--- src/common/cmp_regs_pkg.sv ---
// shared constants and types for the comparator control registers
package cmp_regs_pkg;

  // register addresses in the special-function-register space
  localparam logic [7:0] CMP1_CTRL_ADDR = 8'h9a;
  localparam logic [7:0] CMP1_MODE_ADDR = 8'h9c;
  localparam logic [7:0] CMP0_MODE_ADDR = 8'h9d;
  localparam logic [7:0] CMP1_MUX_ADDR  = 8'h9e;

  // reset values
  localparam logic [7:0] CMP1_CTRL_RST = 8'h00;
  localparam logic [7:0] CMP1_MODE_RST = 8'h02;
  localparam logic [7:0] CMP0_MODE_RST = 8'h02;
  localparam logic [7:0] CMP1_MUX_RST  = 8'h00;
  localparam logic [7:0] RDATA_RST     = 8'h00;
  localparam logic [7:0] UNMAPPED_RD   = 8'h00;

  // control register fields
  localparam int CTRL_EN_BIT   = 7;
  localparam int CTRL_OUT_BIT  = 6;
  localparam int CTRL_RISE_BIT = 5;
  localparam int CTRL_FALL_BIT = 4;
  localparam int CTRL_HYP_LSB  = 2;
  localparam int CTRL_HYN_LSB  = 0;

  // mode register fields
  localparam int MODE_RIE_BIT  = 5;
  localparam int MODE_FIE_BIT  = 4;
  localparam int MODE_RESP_LSB = 0;

  // mux register fields
  localparam int MUX_NEG_LSB = 4;
  localparam int MUX_POS_LSB = 0;

  localparam int FIELD_W = 2;

  // typical response times per code, in ns
  localparam int RESP_MODE0_NS = 100;
  localparam int RESP_MODE1_NS = 175;
  localparam int RESP_MODE2_NS = 320;
  localparam int RESP_MODE3_NS = 1050;

  typedef logic [FIELD_W-1:0] field_t;

  // response-time codes, fastest to slowest
  typedef enum logic [FIELD_W-1:0] {
    RESP_FAST,
    RESP_MID_FAST,
    RESP_MID_SLOW,
    RESP_SLOW
  } resp_e;

  // settings handed to the comparator1 analog core
  typedef struct packed {
    logic   enable;
    resp_e  response;
    field_t pos_hyst;
    field_t neg_hyst;
    field_t pos_input;
    field_t neg_input;
  } cmp_cfg_s;

  localparam cmp_cfg_s CMP1_CFG_RST = '{
    enable:    1'b0,
    response:  RESP_MID_SLOW,
    pos_hyst:  2'h0,
    neg_hyst:  2'h0,
    pos_input: 2'h0,
    neg_input: 2'h0
  };

endpackage

--- src/cmp_ctrl_regs.sv ---
// comparator control/status registers on the special-function-reg port
`timescale 1ns/1ns

// Summary of operation
// - comparator0 mode bits 1-0 give the response-time code to the core.
// - comparator0 mode bit 5 enables the rising-edge interrupt.
// - comparator0 mode bit 4 enables the falling-edge interrupt.
// - unused bits 7-6 and 3-2 read zero and ignore writes.
// - comparator1 control bit 7 enables comparator1; reset disabled.
// - control bit 6 is read-only and shows the synchronised result.
// - control bit 5 sets on a rising result edge and holds.
// - control bit 4 sets on a falling result edge and holds.
// - control bits 3-2 give the positive hysteresis code to the core.
// - control bits 1-0 give the negative hysteresis code to the core.
// - mux bits 5-4 pick the negative input pin.
// - mux bits 1-0 pick the positive input pin.
// - comparator1 mode bits 1-0 select response time, same codes.
// - comparator1 mode bits 5/4 enable edge interrupts; mode resets 10.
// - edge flags stay set until software writes zero.
// - a disabled comparator drives its pin output low.
module cmp_ctrl_regs (
  input  wire logic                   i_core_clk,
  input  wire logic                   i_rst_b,
  input  wire logic [7:0]             i_sfr_addr,
  input  wire logic                   i_sfr_wr,
  input  wire logic                   i_sfr_rd,
  input  wire logic [7:0]             i_sfr_wdata,
  output logic      [7:0]             o_sfr_rdata,
  input  wire logic                   i_cmp1_raw,
  input  wire logic                   i_cmp0_rise_flag,
  input  wire logic                   i_cmp0_fall_flag,
  output cmp_regs_pkg::resp_e         o_cmp0_response,
  output logic                        o_cmp0_irq,
  output cmp_regs_pkg::cmp_cfg_s      o_cmp1_cfg,
  output logic                        o_cmp1_pin_out,
  output logic                        o_cmp1_irq
);
  import cmp_regs_pkg::*;

  // stored register state
  logic   cmp0_rise_irq_en_q;
  logic   cmp0_fall_irq_en_q;
  resp_e  cmp0_response_sel_q;
  logic   cmp1_enable_q;
  logic   cmp1_rise_flag_q;
  logic   cmp1_fall_flag_q;
  field_t cmp1_pos_hyst_sel_q;
  field_t cmp1_neg_hyst_sel_q;
  field_t cmp1_neg_input_sel_q;
  field_t cmp1_pos_input_sel_q;
  logic   cmp1_rise_irq_en_q;
  logic   cmp1_fall_irq_en_q;
  resp_e  cmp1_response_sel_q;

  logic   cmp1_result;
  logic   cmp1_rise;
  logic   cmp1_fall;
  logic   wr_ctrl;
  logic   wr_mode1;
  logic   wr_mode0;
  logic   wr_mux;
  logic   cmp1_rise_flag_d;
  logic   cmp1_fall_flag_d;
  logic   [7:0] rdata_d;

  // mode registers share one layout: enables at 5/4, response at 1-0
  function automatic logic [7:0] mode_image(input logic rie,
                                            input logic fie,
                                            input resp_e resp);
    logic [7:0] img;
    img = 8'h00;
    img[MODE_RIE_BIT] = rie;
    img[MODE_FIE_BIT] = fie;
    img[MODE_RESP_LSB +: FIELD_W] = resp;
    return img;
  endfunction

  // raw analog output is asynchronous to the core clock
  cmp_sync u_cmp1_sync (
    .i_core_clk (i_core_clk),
    .i_rst_b    (i_rst_b),
    .i_raw      (i_cmp1_raw),
    .o_level    (cmp1_result),
    .o_rise     (cmp1_rise),
    .o_fall     (cmp1_fall)
  );

  // address decode of write strobes
  assign wr_ctrl  = i_sfr_wr && (i_sfr_addr == CMP1_CTRL_ADDR);
  assign wr_mode1 = i_sfr_wr && (i_sfr_addr == CMP1_MODE_ADDR);
  assign wr_mode0 = i_sfr_wr && (i_sfr_addr == CMP0_MODE_ADDR);
  assign wr_mux   = i_sfr_wr && (i_sfr_addr == CMP1_MUX_ADDR);

  // comparator0 mode register; bits 7-6 and 3-2 have no storage
  always_ff @(posedge i_core_clk or negedge i_rst_b) begin
    if (!i_rst_b) begin
      cmp0_rise_irq_en_q  <= CMP0_MODE_RST[MODE_RIE_BIT];
      cmp0_fall_irq_en_q  <= CMP0_MODE_RST[MODE_FIE_BIT];
      cmp0_response_sel_q <= resp_e'(CMP0_MODE_RST[MODE_RESP_LSB +: FIELD_W]);
    end else if (wr_mode0) begin
      cmp0_rise_irq_en_q  <= i_sfr_wdata[MODE_RIE_BIT];
      cmp0_fall_irq_en_q  <= i_sfr_wdata[MODE_FIE_BIT];
      cmp0_response_sel_q <= resp_e'(i_sfr_wdata[MODE_RESP_LSB +: FIELD_W]);
    end
  end

  // comparator1 mode register, resets to the mid-slow mode code
  always_ff @(posedge i_core_clk or negedge i_rst_b) begin
    if (!i_rst_b) begin
      cmp1_rise_irq_en_q  <= CMP1_MODE_RST[MODE_RIE_BIT];
      cmp1_fall_irq_en_q  <= CMP1_MODE_RST[MODE_FIE_BIT];
      cmp1_response_sel_q <= resp_e'(CMP1_MODE_RST[MODE_RESP_LSB +: FIELD_W]);
    end else if (wr_mode1) begin
      cmp1_rise_irq_en_q  <= i_sfr_wdata[MODE_RIE_BIT];
      cmp1_fall_irq_en_q  <= i_sfr_wdata[MODE_FIE_BIT];
      cmp1_response_sel_q <= resp_e'(i_sfr_wdata[MODE_RESP_LSB +: FIELD_W]);
    end
  end

  // comparator1 control: enable and hysteresis; bit 6 is not stored
  always_ff @(posedge i_core_clk or negedge i_rst_b) begin
    if (!i_rst_b) begin
      cmp1_enable_q       <= CMP1_CTRL_RST[CTRL_EN_BIT];
      cmp1_pos_hyst_sel_q <= CMP1_CTRL_RST[CTRL_HYP_LSB +: FIELD_W];
      cmp1_neg_hyst_sel_q <= CMP1_CTRL_RST[CTRL_HYN_LSB +: FIELD_W];
    end else if (wr_ctrl) begin
      cmp1_enable_q       <= i_sfr_wdata[CTRL_EN_BIT];
      cmp1_pos_hyst_sel_q <= i_sfr_wdata[CTRL_HYP_LSB +: FIELD_W];
      cmp1_neg_hyst_sel_q <= i_sfr_wdata[CTRL_HYN_LSB +: FIELD_W];
    end
  end

  // edge flags: an edge in the cycle of a clearing write still sets
  always_comb begin
    cmp1_rise_flag_d = cmp1_rise_flag_q;
    cmp1_fall_flag_d = cmp1_fall_flag_q;
    if (wr_ctrl) begin
      cmp1_rise_flag_d = i_sfr_wdata[CTRL_RISE_BIT];
      cmp1_fall_flag_d = i_sfr_wdata[CTRL_FALL_BIT];
    end
    if (cmp1_rise) begin
      cmp1_rise_flag_d = 1'b1;
    end
    if (cmp1_fall) begin
      cmp1_fall_flag_d = 1'b1;
    end
  end

  always_ff @(posedge i_core_clk or negedge i_rst_b) begin
    if (!i_rst_b) begin
      cmp1_rise_flag_q <= CMP1_CTRL_RST[CTRL_RISE_BIT];
      cmp1_fall_flag_q <= CMP1_CTRL_RST[CTRL_FALL_BIT];
    end else begin
      cmp1_rise_flag_q <= cmp1_rise_flag_d;
      cmp1_fall_flag_q <= cmp1_fall_flag_d;
    end
  end

  // comparator1 input mux register
  always_ff @(posedge i_core_clk or negedge i_rst_b) begin
    if (!i_rst_b) begin
      cmp1_neg_input_sel_q <= CMP1_MUX_RST[MUX_NEG_LSB +: FIELD_W];
      cmp1_pos_input_sel_q <= CMP1_MUX_RST[MUX_POS_LSB +: FIELD_W];
    end else if (wr_mux) begin
      cmp1_neg_input_sel_q <= i_sfr_wdata[MUX_NEG_LSB +: FIELD_W];
      cmp1_pos_input_sel_q <= i_sfr_wdata[MUX_POS_LSB +: FIELD_W];
    end
  end

  // read image; unused bit positions are constant zero
  always_comb begin
    rdata_d = UNMAPPED_RD;
    unique case (i_sfr_addr)
      CMP1_CTRL_ADDR: begin
        rdata_d[CTRL_EN_BIT]   = cmp1_enable_q;
        rdata_d[CTRL_OUT_BIT]  = cmp1_result;
        rdata_d[CTRL_RISE_BIT] = cmp1_rise_flag_q;
        rdata_d[CTRL_FALL_BIT] = cmp1_fall_flag_q;
        rdata_d[CTRL_HYP_LSB +: FIELD_W] = cmp1_pos_hyst_sel_q;
        rdata_d[CTRL_HYN_LSB +: FIELD_W] = cmp1_neg_hyst_sel_q;
      end
      CMP1_MODE_ADDR: begin
        rdata_d = mode_image(cmp1_rise_irq_en_q, cmp1_fall_irq_en_q,
                             cmp1_response_sel_q);
      end
      CMP0_MODE_ADDR: begin
        rdata_d = mode_image(cmp0_rise_irq_en_q, cmp0_fall_irq_en_q,
                             cmp0_response_sel_q);
      end
      CMP1_MUX_ADDR: begin
        rdata_d[MUX_NEG_LSB +: FIELD_W] = cmp1_neg_input_sel_q;
        rdata_d[MUX_POS_LSB +: FIELD_W] = cmp1_pos_input_sel_q;
      end
      default: begin
        rdata_d = UNMAPPED_RD;
      end
    endcase
  end

  // read data is registered so the port comes from a flop; holds between
  always_ff @(posedge i_core_clk or negedge i_rst_b) begin
    if (!i_rst_b) begin
      o_sfr_rdata <= RDATA_RST;
    end else if (i_sfr_rd) begin
      o_sfr_rdata <= rdata_d;
    end
  end

  // analog-side settings, registered copies of the fields
  always_ff @(posedge i_core_clk or negedge i_rst_b) begin
    if (!i_rst_b) begin
      o_cmp0_response <= resp_e'(CMP0_MODE_RST[MODE_RESP_LSB +: FIELD_W]);
      o_cmp1_cfg      <= CMP1_CFG_RST;
    end else begin
      o_cmp0_response      <= cmp0_response_sel_q;
      o_cmp1_cfg.enable    <= cmp1_enable_q;
      o_cmp1_cfg.response  <= cmp1_response_sel_q;
      o_cmp1_cfg.pos_hyst  <= cmp1_pos_hyst_sel_q;
      o_cmp1_cfg.neg_hyst  <= cmp1_neg_hyst_sel_q;
      o_cmp1_cfg.pos_input <= cmp1_pos_input_sel_q;
      o_cmp1_cfg.neg_input <= cmp1_neg_input_sel_q;
    end
  end

  // pin output forced low while disabled, so a stale result never leaks
  always_ff @(posedge i_core_clk or negedge i_rst_b) begin
    if (!i_rst_b) begin
      o_cmp1_pin_out <= 1'b0;
    end else begin
      o_cmp1_pin_out <= cmp1_result & cmp1_enable_q;
    end
  end

  // level interrupts; cmp0 flags live in its control register elsewhere
  always_ff @(posedge i_core_clk or negedge i_rst_b) begin
    if (!i_rst_b) begin
      o_cmp0_irq <= 1'b0;
      o_cmp1_irq <= 1'b0;
    end else begin
      o_cmp0_irq <= (i_cmp0_rise_flag & cmp0_rise_irq_en_q) |
                    (i_cmp0_fall_flag & cmp0_fall_irq_en_q);
      o_cmp1_irq <= (cmp1_rise_flag_q & cmp1_rise_irq_en_q) |
                    (cmp1_fall_flag_q & cmp1_fall_irq_en_q);
    end
  end
endmodule // cmp_ctrl_regs

--- src/cmp_sync.sv ---
// two-stage synchroniser for a raw comparator output, with edge pulses
`timescale 1ns/1ns
module cmp_sync (
  input  wire logic i_core_clk,
  input  wire logic i_rst_b,
  input  wire logic i_raw,
  output logic      o_level,
  output logic      o_rise,
  output logic      o_fall
);

  logic meta_q;
  logic sync_q;
  logic prev_q;

  // first stage feeds only the second; edges come from later stages
  always_ff @(posedge i_core_clk or negedge i_rst_b) begin
    if (!i_rst_b) begin
      meta_q <= 1'b0;
      sync_q <= 1'b0;
      prev_q <= 1'b0;
    end else begin
      meta_q <= i_raw;
      sync_q <= meta_q;
      prev_q <= sync_q;
    end
  end

  assign o_level = sync_q;
  assign o_rise  = sync_q & ~prev_q; // one-cycle pulse
  assign o_fall  = ~sync_q & prev_q; // one-cycle pulse

endmodule // cmp_sync

--- config.mk ---
export PLATFORM = sky130hd
export DESIGN_NAME = cmp_ctrl_regs
export DESIGN_NICKNAME = d
export VERILOG_FILES = /design/src/common/cmp_regs_pkg.sv /design/src/cmp_ctrl_regs.sv /design/src/cmp_sync.sv
export SDC_FILE = /design/constraint.sdc
export NUM_CORES = 1
export LEC_CHECK = 0
export BUFFER_PORTS_ARGS = -buffer_cell sky130_fd_sc_hd__buf_2
export CELL_PAD_IN_SITES_DETAIL_PLACEMENT = 0
export CELL_PAD_IN_SITES_GLOBAL_PLACEMENT = 1
export CORE_MARGIN = 3
export CORE_UTILIZATION = 42
export CTS_CLUSTER_SIZE = 8
export DETAILED_ROUTE_END_ITERATION = 10
export PLACE_DENSITY = 0.77
export SLEW_MARGIN = 20
export SYNTH_ARGS = -nofsm -noshare
export SYNTH_HDL_FRONTEND = slang
export SYNTH_SLANG_ARGS = --single-unit
--- constraint.sdc ---
create_clock -name i_core_clk -period 1.15 [get_ports i_core_clk]
set_input_delay 0.23 -clock i_core_clk [delete_from_list [all_inputs] [get_ports i_core_clk]]
set_output_delay 0.23 -clock i_core_clk [all_outputs]
set_load 0.02 [all_outputs]
==> results of run 1 <==
## layer usage
layer	part of all wire [%]	vias to the layer above	global-route usage (%)
met5	0	-	0
met4	0.71	0	4.92
met3	5.2	5	4.41
met2	49	40	26.8
met1	45	659	23.0
li1	-	614	-
## where the power goes
group / switching (W) / leakage [nW] / internal (W)
Sequential: 0.0000324 / 0.605 / 0.00168
Combinational: 0.000189 / 0.653 / 0.000174
Clock: 0.000501 / 0.0482 / 0.000485
## through the flow
step,TNS [ns],total power [W]
CTS,-0.0380,0.00309
global placement,-5.04,0.00208
global route,-0.0942,0.00320
finish,-0.0138,0.00306
detailed placement,-5.91,0.00210
floorplan,-0.913,0.00190
## layout by cell type (no fill, tap or decap), types with 2 or more instances in the layout
cell type | synthesis | routed
buf_2 | 3 | 43
dfrtp_1 | 42 | 42
buf_4 | 1 | 22
mux2_4 | 4 | 10
inv_1 | 8 | 8
clkbuf_8 | 0 | 6
nand2b_1 | 5 | 5
o31ai_1 | 5 | 5
mux2_2 | 9 | 4
mux2_1 | 5 | 4
o22ai_1 | 4 | 4
a21boi_0 | 4 | 4
dfstp_2 | 4 | 4
and4b_1 | 3 | 3
a41o_1 | 3 | 3
a22o_1 | 2 | 2
and3b_1 | 2 | 2
nor2b_1 | 2 | 2
a311oi_1 | 3 | 2
buf_6 | 0 | 2
buf_12 | 0 | 2
## layout make-up
cell class,instances,area (sq um),share of cell area [%]
tap,50,62.6,2.49
clock buffer,7,86.3,3.44
timing repair buffer,70,453,18.0
inverter,8,30.0,1.20
clock inverter,1,5.00,0.199
multi-input combinational,68,717,28.6
sequential,46,1160,46.1
## sequential cells by signal, indices dropped and copies added, names as in the netlist, 2 cells and up
| signal | cells |
|---|---|
| cmp1_neg_input_sel_q | 2 |
| o_sfr_rdata | 8 |
| o_cmp0_response | 2 |
| cmp1_pos_hyst_sel_q | 2 |
| cmp0_response_sel_q | 2 |
| o_cmp1_cfg | 11 |
| cmp1_pos_input_sel_q | 2 |
| cmp1_response_sel_q | 2 |
| cmp1_neg_hyst_sel_q | 2 |
## kinds of logic (layout without fill, tap and decap cells)
family          after synthesis  count (layout)  share of synthesized area (%)
flops                        46              46                           61.2
compound gates               26              26                           11.5
simple gates                 24              24                           12.7
mux                          18              18                           11.5
buf+inv                      14              86                           3.18
## how the worst max path moves through the flow
stage                        from                      end  slack (ns)
2_1_floorplan       i_sfr_addr[5]  cmp1_neg_input_sel_q[0]       -0.13
3_3_place_gp        i_sfr_addr[5]  cmp1_pos_input_sel_q[1]       -0.24
3_5_place_dp        i_sfr_addr[5]  cmp1_neg_input_sel_q[0]       -0.28
4_1_cts        o_cmp0_response[1]       o_cmp0_response[1]       -0.02
5_1_grt        o_cmp0_response[1]       o_cmp0_response[1]       -0.04
6_report            o_cmp1_cfg[9]            o_cmp1_cfg[9]      -0.007
## repair_timing
item                                   4_1_cts  5_1_grt
endpoints found under the hold margin       42        0
hold buffers                                 1        0
resized for setup                            5        2
setup endpoints to repair                    3        4
==> summary.txt, run 1 <==
max_slew headroom: 81.0%
slowest cell delay on critical path: 0.53 ns
top cell type's share of synthesized area: 55.6%
vias: 1,318
VDD IR-drop max: 503 uV
worst r2r dst: o_sfr_rdata[1]
most frequent cell after synthesis: dfrtp_1
largest net degree at the start of global routing: 47
Ports: 47
CP Launch Type: register
synth unique cells: 37
CP max-delay cell: dfstp_2
Placed Instances: 241
H-tree levels: 2
Worst-Margin Slew: 0.284 ns
placed cell areas: 2380 sq um
clock-pin slew on the worst setup and hold paths: 0.08 ns
hpwl dp: 3.15 mm
Yosys warning count: 0
Post-CTS Setup Repair Bufs: 0
ANT nets after route: 0
max-slew violation count: 0
Fmax: 864 MHz
Worst R2R Path Depth: 3
final wirelength: 4.20 mm
hold_sp: i_cmp1_raw
Async S/R FF share, synth: 100%
Antenna diodes: 0
gate count after technology mapping: 128
Clock Latency Late Sink: 0.29 ns
post-DR wirelength/cell: 16.8 um
Post-Place Worst Slack: -0.281 ns
Fillers: 323
R2R setup slack: 0.03 ns
Core Area: 4170 sq um
PD cells: 1220 nW/um^2
Routability Congestion: 0.818
Layout Skew: 0.000947 ns
area grow syn2layout: 32.8%
first-pass GRT wire length: 6.84 mm
CP Depth: 1
Non-Filler Instances: 250
Seq/Total Area, Yosys: 61.2%
clock buffer depth: 2
Post-synth top cells: 42 x dfrtp_1, 9 x mux2_2, 8 x inv_1
Buffers & Inverters on Critical Path: 1
drt via density: 5.27
Req. time, crit path: 0.92 ns
Total GRT Usage: 17.0%
die area: 5340 sq um
Top FF cell, synth: dfrtp_1
status: complete, but fails checks
vias in the first global route: 1,390
r2r startpoint: cmp1_pos_input_sel_q[1]
Synth Area per Inst: 14.8 sq um
leak pwr: 1.31 nW
delay-heaviest family, CP: flip-flops
final hold slack: 0.0381 ns
DRC: 0
Mapped Nets: 151
Sink Count: 46
Final Core Density: 60.1%
Post-Syn Area: 1890 sq um
max-cap violation count: 0
RSZ-0062 raised after global routing: yes
final hold violation count: 0
initial DRC count: 54
CP Capture Type: primary output
row count: 23
Synth Register Bits: 46
gr ovfl total: 0
Worst Hold Depth: 1
Final min period: 1.16 ns
Synth area leader: dfrtp_1
drt pass-1 iters: 4
Die Height: 73.1 um
Root Driver: clkbuf_8
failing checks: negative setup slack
setup ws final: -0.00702 ns
crit share post-route: 101%
nets@finish: 222
setup violators final: 2
crit path max fanout: 1
CTS tree: done
width of the chip: 73.1 um
crit-path cells: buf_6
Initial Util: 45.3%
Hold Crit Endpoint: u_cmp1_sync.meta_q
HP Class: primary input to register
Post-synth EDFFs: 0
count of buffers from port buffering: 45
Worst Path Arrival: 0.93 ns
cell area after layout: 2510 sq um
Setup CP Type: register to primary output
top post-synthesis cells by area: dfrtp_1 56%, dfstp_2 5.6%, mux2_2 5.4%
total CTS buffers: 5
share of cells above drive strength 1: 52.5%
initial antenna violation count: 0
(Power assumes the default switching activity.)
==> inputs of run 2 (changes only) <==
--- a/config.mk
+++ b/config.mk
@@ -10,6 +10,7 @@
 export CELL_PAD_IN_SITES_GLOBAL_PLACEMENT = 1
 export CORE_MARGIN = 3
 export CORE_UTILIZATION = 42
+export CTS_BUF_LIST = sky130_fd_sc_hd__clkbuf_4 sky130_fd_sc_hd__clkbuf_8 sky130_fd_sc_hd__clkbuf_16
 export CTS_CLUSTER_SIZE = 8
 export DETAILED_ROUTE_END_ITERATION = 10
 export PLACE_DENSITY = 0.77
==> summary.txt, run 2 (synthesized netlist as in run 1, its figures left out) <==
status: complete, but fails checks
failing checks: negative setup slack
Placed Instances: 241
Non-Filler Instances: 250
Req. time, crit path: 0.92 ns
Worst R2R Path Depth: 3
max_slew headroom: 81.0%
Worst Path Arrival: 0.93 ns
crit path max fanout: 1
setup ws final: -0.00702 ns
combinational share of power: 11.7%
Antenna diodes: 0
Ports: 47
CP Launch Type: register
Fmax: 864 MHz
vias in the first global route: 1,390
hpwl dp: 3.15 mm
Root Driver: clkbuf_8
first-pass GRT wire length: 6.84 mm
commonest cells after routing, fill and taps aside: 43 x buf_2, 42 x dfrtp_1, 22 x buf_4
Hold Crit Endpoint: u_cmp1_sync.meta_q
delay-heaviest family, CP: flip-flops
die area: 5340 sq um
vias: 1,318
share of cells above drive strength 1: 53.0%
gr ovfl total: 0
post-DR wirelength/cell: 16.8 um
CTS tree: done
Buffers & Inverters on Critical Path: 1
most common cell after layout, fill and taps aside: buf_2
slowest cell delay on critical path: 0.53 ns
final wirelength: 4.20 mm
Core Area: 4170 sq um
HP Class: primary input to register
PD cells: 1230 nW/um^2
Total GRT Usage: 17.0%
area grow syn2layout: 33.0%
leak pwr: 1.31 nW
drt via density: 5.27
crit-path cells: buf_6
worst r2r dst: o_sfr_rdata[1]
initial antenna violation count: 0
setup violators final: 2
largest registers: o_cmp1_cfg (11), o_sfr_rdata (8)
max-slew violation count: 0
drt pass-1 iters: 4
hold_sp: i_cmp1_raw
CP max-delay cell: dfstp_2
row count: 23
Post-CTS Setup Repair Bufs: 0
max-cap violation count: 0
Clk pwr share: 32.7%
largest net degree at the start of global routing: 47
Top reg by flops: o_cmp1_cfg
final hold violation count: 0
Clock Latency Late Sink: 0.29 ns
r2r startpoint: cmp1_pos_input_sel_q[1]
DRC: 0
nets@finish: 222
Layout Skew: 0.00101 ns
Worst-Margin Slew: 0.284 ns
Post-Place Worst Slack: -0.281 ns
Seq pwr share: 55.6%
number of flip-flops in the largest register: 11
Net Sw Power: 0.000722 W
clock-pin slew on the worst setup and hold paths: 0.08 ns
initial DRC count: 54
RSZ-0062 raised after global routing: yes
Final min period: 1.16 ns
Setup CP Type: register to primary output
CP Capture Type: primary output
ANT nets after route: 0
Internal: 0.00237 W
Die Height: 73.1 um
Initial Util: 45.3%
count of buffers from port buffering: 45
width of the chip: 73.1 um
Worst Hold Depth: 1
total CTS buffers: 5
final hold slack: 0.0381 ns
Routability Congestion: 0.818
H-tree levels: 2
Sink Count: 46
Sw Share: 23.4%
crit share post-route: 101%
R2R setup slack: 0.03 ns
clock buffer depth: 2
VDD IR-drop max: 503 uV
run 2: timing repair:
item	4_1_cts	5_1_grt
setup endpoints to repair	3	4
pin swaps	0	0
hold endpoints to repair	42	0
resized for setup	5	2
hold buffers	1	0
run 2: final cells by class:
type,instances,area (sq um)
inverter,8,30.0
tap,50,62.6
sequential,46,1160
multi-input combinational,68,717
clock buffer,7,90.1
timing repair buffer,70,453
clock inverter,1,5.00
fill,323,1660
run 2: power groups by stage:
stage          clock [W]  sequential, W  combinational [W]
2_1_floorplan          0        0.00178           0.000128
5_1_grt          0.00111        0.00172           0.000393
3_3_place_gp           0        0.00174           0.000343
3_5_place_dp           0        0.00174           0.000353
6_report         0.00101        0.00172           0.000363
4_1_cts          0.00103        0.00171           0.000362
run 2: per-stage QoR:
step / TNS (ns) / instance area, sq um / utilization, % / power [W]
finish: -0.0138 / 2510 / 60.2 / 0.00309
global route: -0.0942 / 2510 / 60.2 / 0.00322
CTS: -0.0380 / 2500 / 60.0 / 0.00311
detailed placement: -5.91 / 2380 / 57.0 / 0.00210
global placement: -5.04 / 2380 / 57.0 / 0.00208
floorplan: -0.913 / 1930 / - / 0.00190
run 2: worst max-delay path by stage:
stage | start | end | cells past startpoint | slack (ns)
2_1_floorplan | i_sfr_addr[5] | cmp1_neg_input_sel_q[0] | 3 | -0.13
3_3_place_gp | i_sfr_addr[5] | cmp1_pos_input_sel_q[1] | 4 | -0.24
3_5_place_dp | i_sfr_addr[5] | cmp1_neg_input_sel_q[0] | 4 | -0.28
4_1_cts | o_cmp0_response[1] | o_cmp0_response[1] | 1 | -0.02
5_1_grt | o_cmp0_response[1] | o_cmp0_response[1] | 1 | -0.04
6_report | o_cmp1_cfg[9] | o_cmp1_cfg[9] | 1 | -0.007
run 2: per-layer routing:
metal	vias up	routed length (um)	track usage [%]
li1	614	-	-
met1	659	1900	23.0
met2	40	2040	26.8
met3	5	218	4.41
met4	0	30	4.92
met5	-	0	0
==> inputs of run 3 (changes only) <==
--- a/config.mk
+++ b/config.mk
@@ -14,6 +14,7 @@
 export CTS_CLUSTER_SIZE = 8
 export DETAILED_ROUTE_END_ITERATION = 10
 export PLACE_DENSITY = 0.77
+export SKIP_LAST_GASP = 1
 export SLEW_MARGIN = 20
 export SYNTH_ARGS = -nofsm -noshare
 export SYNTH_HDL_FRONTEND = slang
==> summary.txt, run 3 (synthesized netlist as in run 1, its figures left out) <==
slowest cell delay on critical path: 0.53 ns
clock buffer depth: 2
crit path max fanout: 1
final hold violation count: 0
Ports: 47
max_slew headroom: 81.0%
Fillers: 321
CTS tree: done
Die Height: 73.1 um
final wirelength: 4.19 mm
commonest cells after routing, fill and taps aside: 43 x buf_2, 42 x dfrtp_1, 22 x buf_4
Layout Skew: 0.00121 ns
ANT nets after route: 0
Non-Filler Instances: 250
GR met2 Demand/Resource: 26.8%
GR peak layer: met2
setup ws final: -0.00686 ns
drt via density: 5.27
post-DR wirelength/cell: 16.8 um
Sink Count: 46
status: complete, but fails checks
initial DRC count: 42
RSZ-0062 raised after global routing: yes
setup violators final: 2
Routability Congestion: 0.818
grt met1 use: 23.0%
vias: 1,317
largest net degree at the start of global routing: 47
leak pwr: 1.31 nW
largest registers: o_cmp1_cfg (11), o_sfr_rdata (8)
H-tree levels: 2
Worst Path Arrival: 0.93 ns
setup TNS: -0.0135 ns
Final min period: 1.16 ns
Post-CTS Setup Repair Bufs: 0
vias in the first global route: 1,390
width of the chip: 73.1 um
Clock Latency Late Sink: 0.29 ns
count of buffers from port buffering: 45
total CTS buffers: 5
cell area after layout: 2510 sq um
share of cells above drive strength 1: 53.0%
PD cells: 1230 nW/um^2
area grow syn2layout: 32.8%
crit-path cells: buf_6
hpwl dp: 3.15 mm
CP Launch Type: register
max-cap violation count: 0
initial antenna violation count: 0
Core Area: 4170 sq um
CP Capture Type: primary output
Buffers & Inverters on Critical Path: 1
row count: 23
first-pass GRT wire length: 6.84 mm
Initial Util: 45.3%
Placed Instances: 241
Total GRT Usage: 17.0%
HP Class: primary input to register
Setup CP Type: register to primary output
failing checks: negative setup slack
number of flip-flops in the largest register: 11
Fmax: 864 MHz
CP max-delay cell: dfstp_2
clock-pin slew on the worst setup and hold paths: 0.08 ns
nets@finish: 222
Antenna diodes: 0
final hold slack: 0.0386 ns
met3 global-route usage: 4.41%
Req. time, crit path: 0.92 ns
placed cell areas: 2380 sq um
Worst-Margin Slew: 0.284 ns
Root Driver: clkbuf_8
max-slew violation count: 0
Top reg by flops: o_cmp1_cfg
crit share post-route: 101%
drt pass-1 iters: 4
most common cell after layout, fill and taps aside: buf_2
gr ovfl total: 0
delay-heaviest family, CP: flip-flops
die area: 5340 sq um
DRC: 0
VDD IR-drop max: 501 uV
==> run 3: cell counts in the layout (fill, tap and decap cells not counted) <==
No cell type changed its count.
==> run 3: layout make-up <==
type / count / area [sq um] / area share [%]
flip-flops and latches: 46 / 1160 / 46.1
multi-input cells: 68 / 713 / 28.4
repair buffers: 70 / 453 / 18.0
clock buffers: 7 / 90.1 / 3.59
well taps: 50 / 62.6 / 2.49
inverters: 8 / 30.0 / 1.20
clock inverters: 1 / 5.00 / 0.199
==> run 3: path summary, 6_finish.rpt <==
path / from / end / slack, ns / depth (start not counted)
min reg2reg: u_cmp1_sync.meta_q / u_cmp1_sync.o_level / 0.36 / 0
min in group asynchronous: i_rst_b / cmp0_rise_irq_en_q / 0.44 / 3
max in group asynchronous: i_rst_b / o_cmp1_cfg[9] / 0.45 / 3
max reg2reg: cmp1_neg_input_sel_q[0] / o_sfr_rdata[4] / 0.03 / 3
min: i_cmp1_raw / u_cmp1_sync.meta_q / 0.04 / 1
max: o_cmp1_cfg[9] / o_cmp1_cfg[9] / -0.007 / 1
==> run 3: through the flow <==
step	utilization [%]	power [W]	worst slack [ns]
floorplan	-	0.00190	-0.128
global placement	57.0	0.00208	-0.240
detailed placement	57.0	0.00210	-0.281
CTS	59.9	0.00311	-0.0300
global route	60.1	0.00322	-0.0364
finish	60.1	0.00308	-0.00686
==> run 3: what timing repair did <==
action                     4_1_cts  5_1_grt
resized for setup                4        2
setup endpoints to repair        3        4
hold endpoints to repair        42        0
gates cloned                     0        0
hold buffers                     1        0
==> run 3: layer usage <==
layer / share of wire, % / routed length, um
met1: 45 / 1890
met2: 49 / 2060
met3: 4.9 / 206
met4: 0.86 / 36
met5: 0 / 0
==> run 3: where the power goes <==
group / switching, W / internal, W
Combinational: 0.000189 / 0.000172
Clock: 0.000500 / 0.000508
Sequential: 0.0000319 / 0.00168
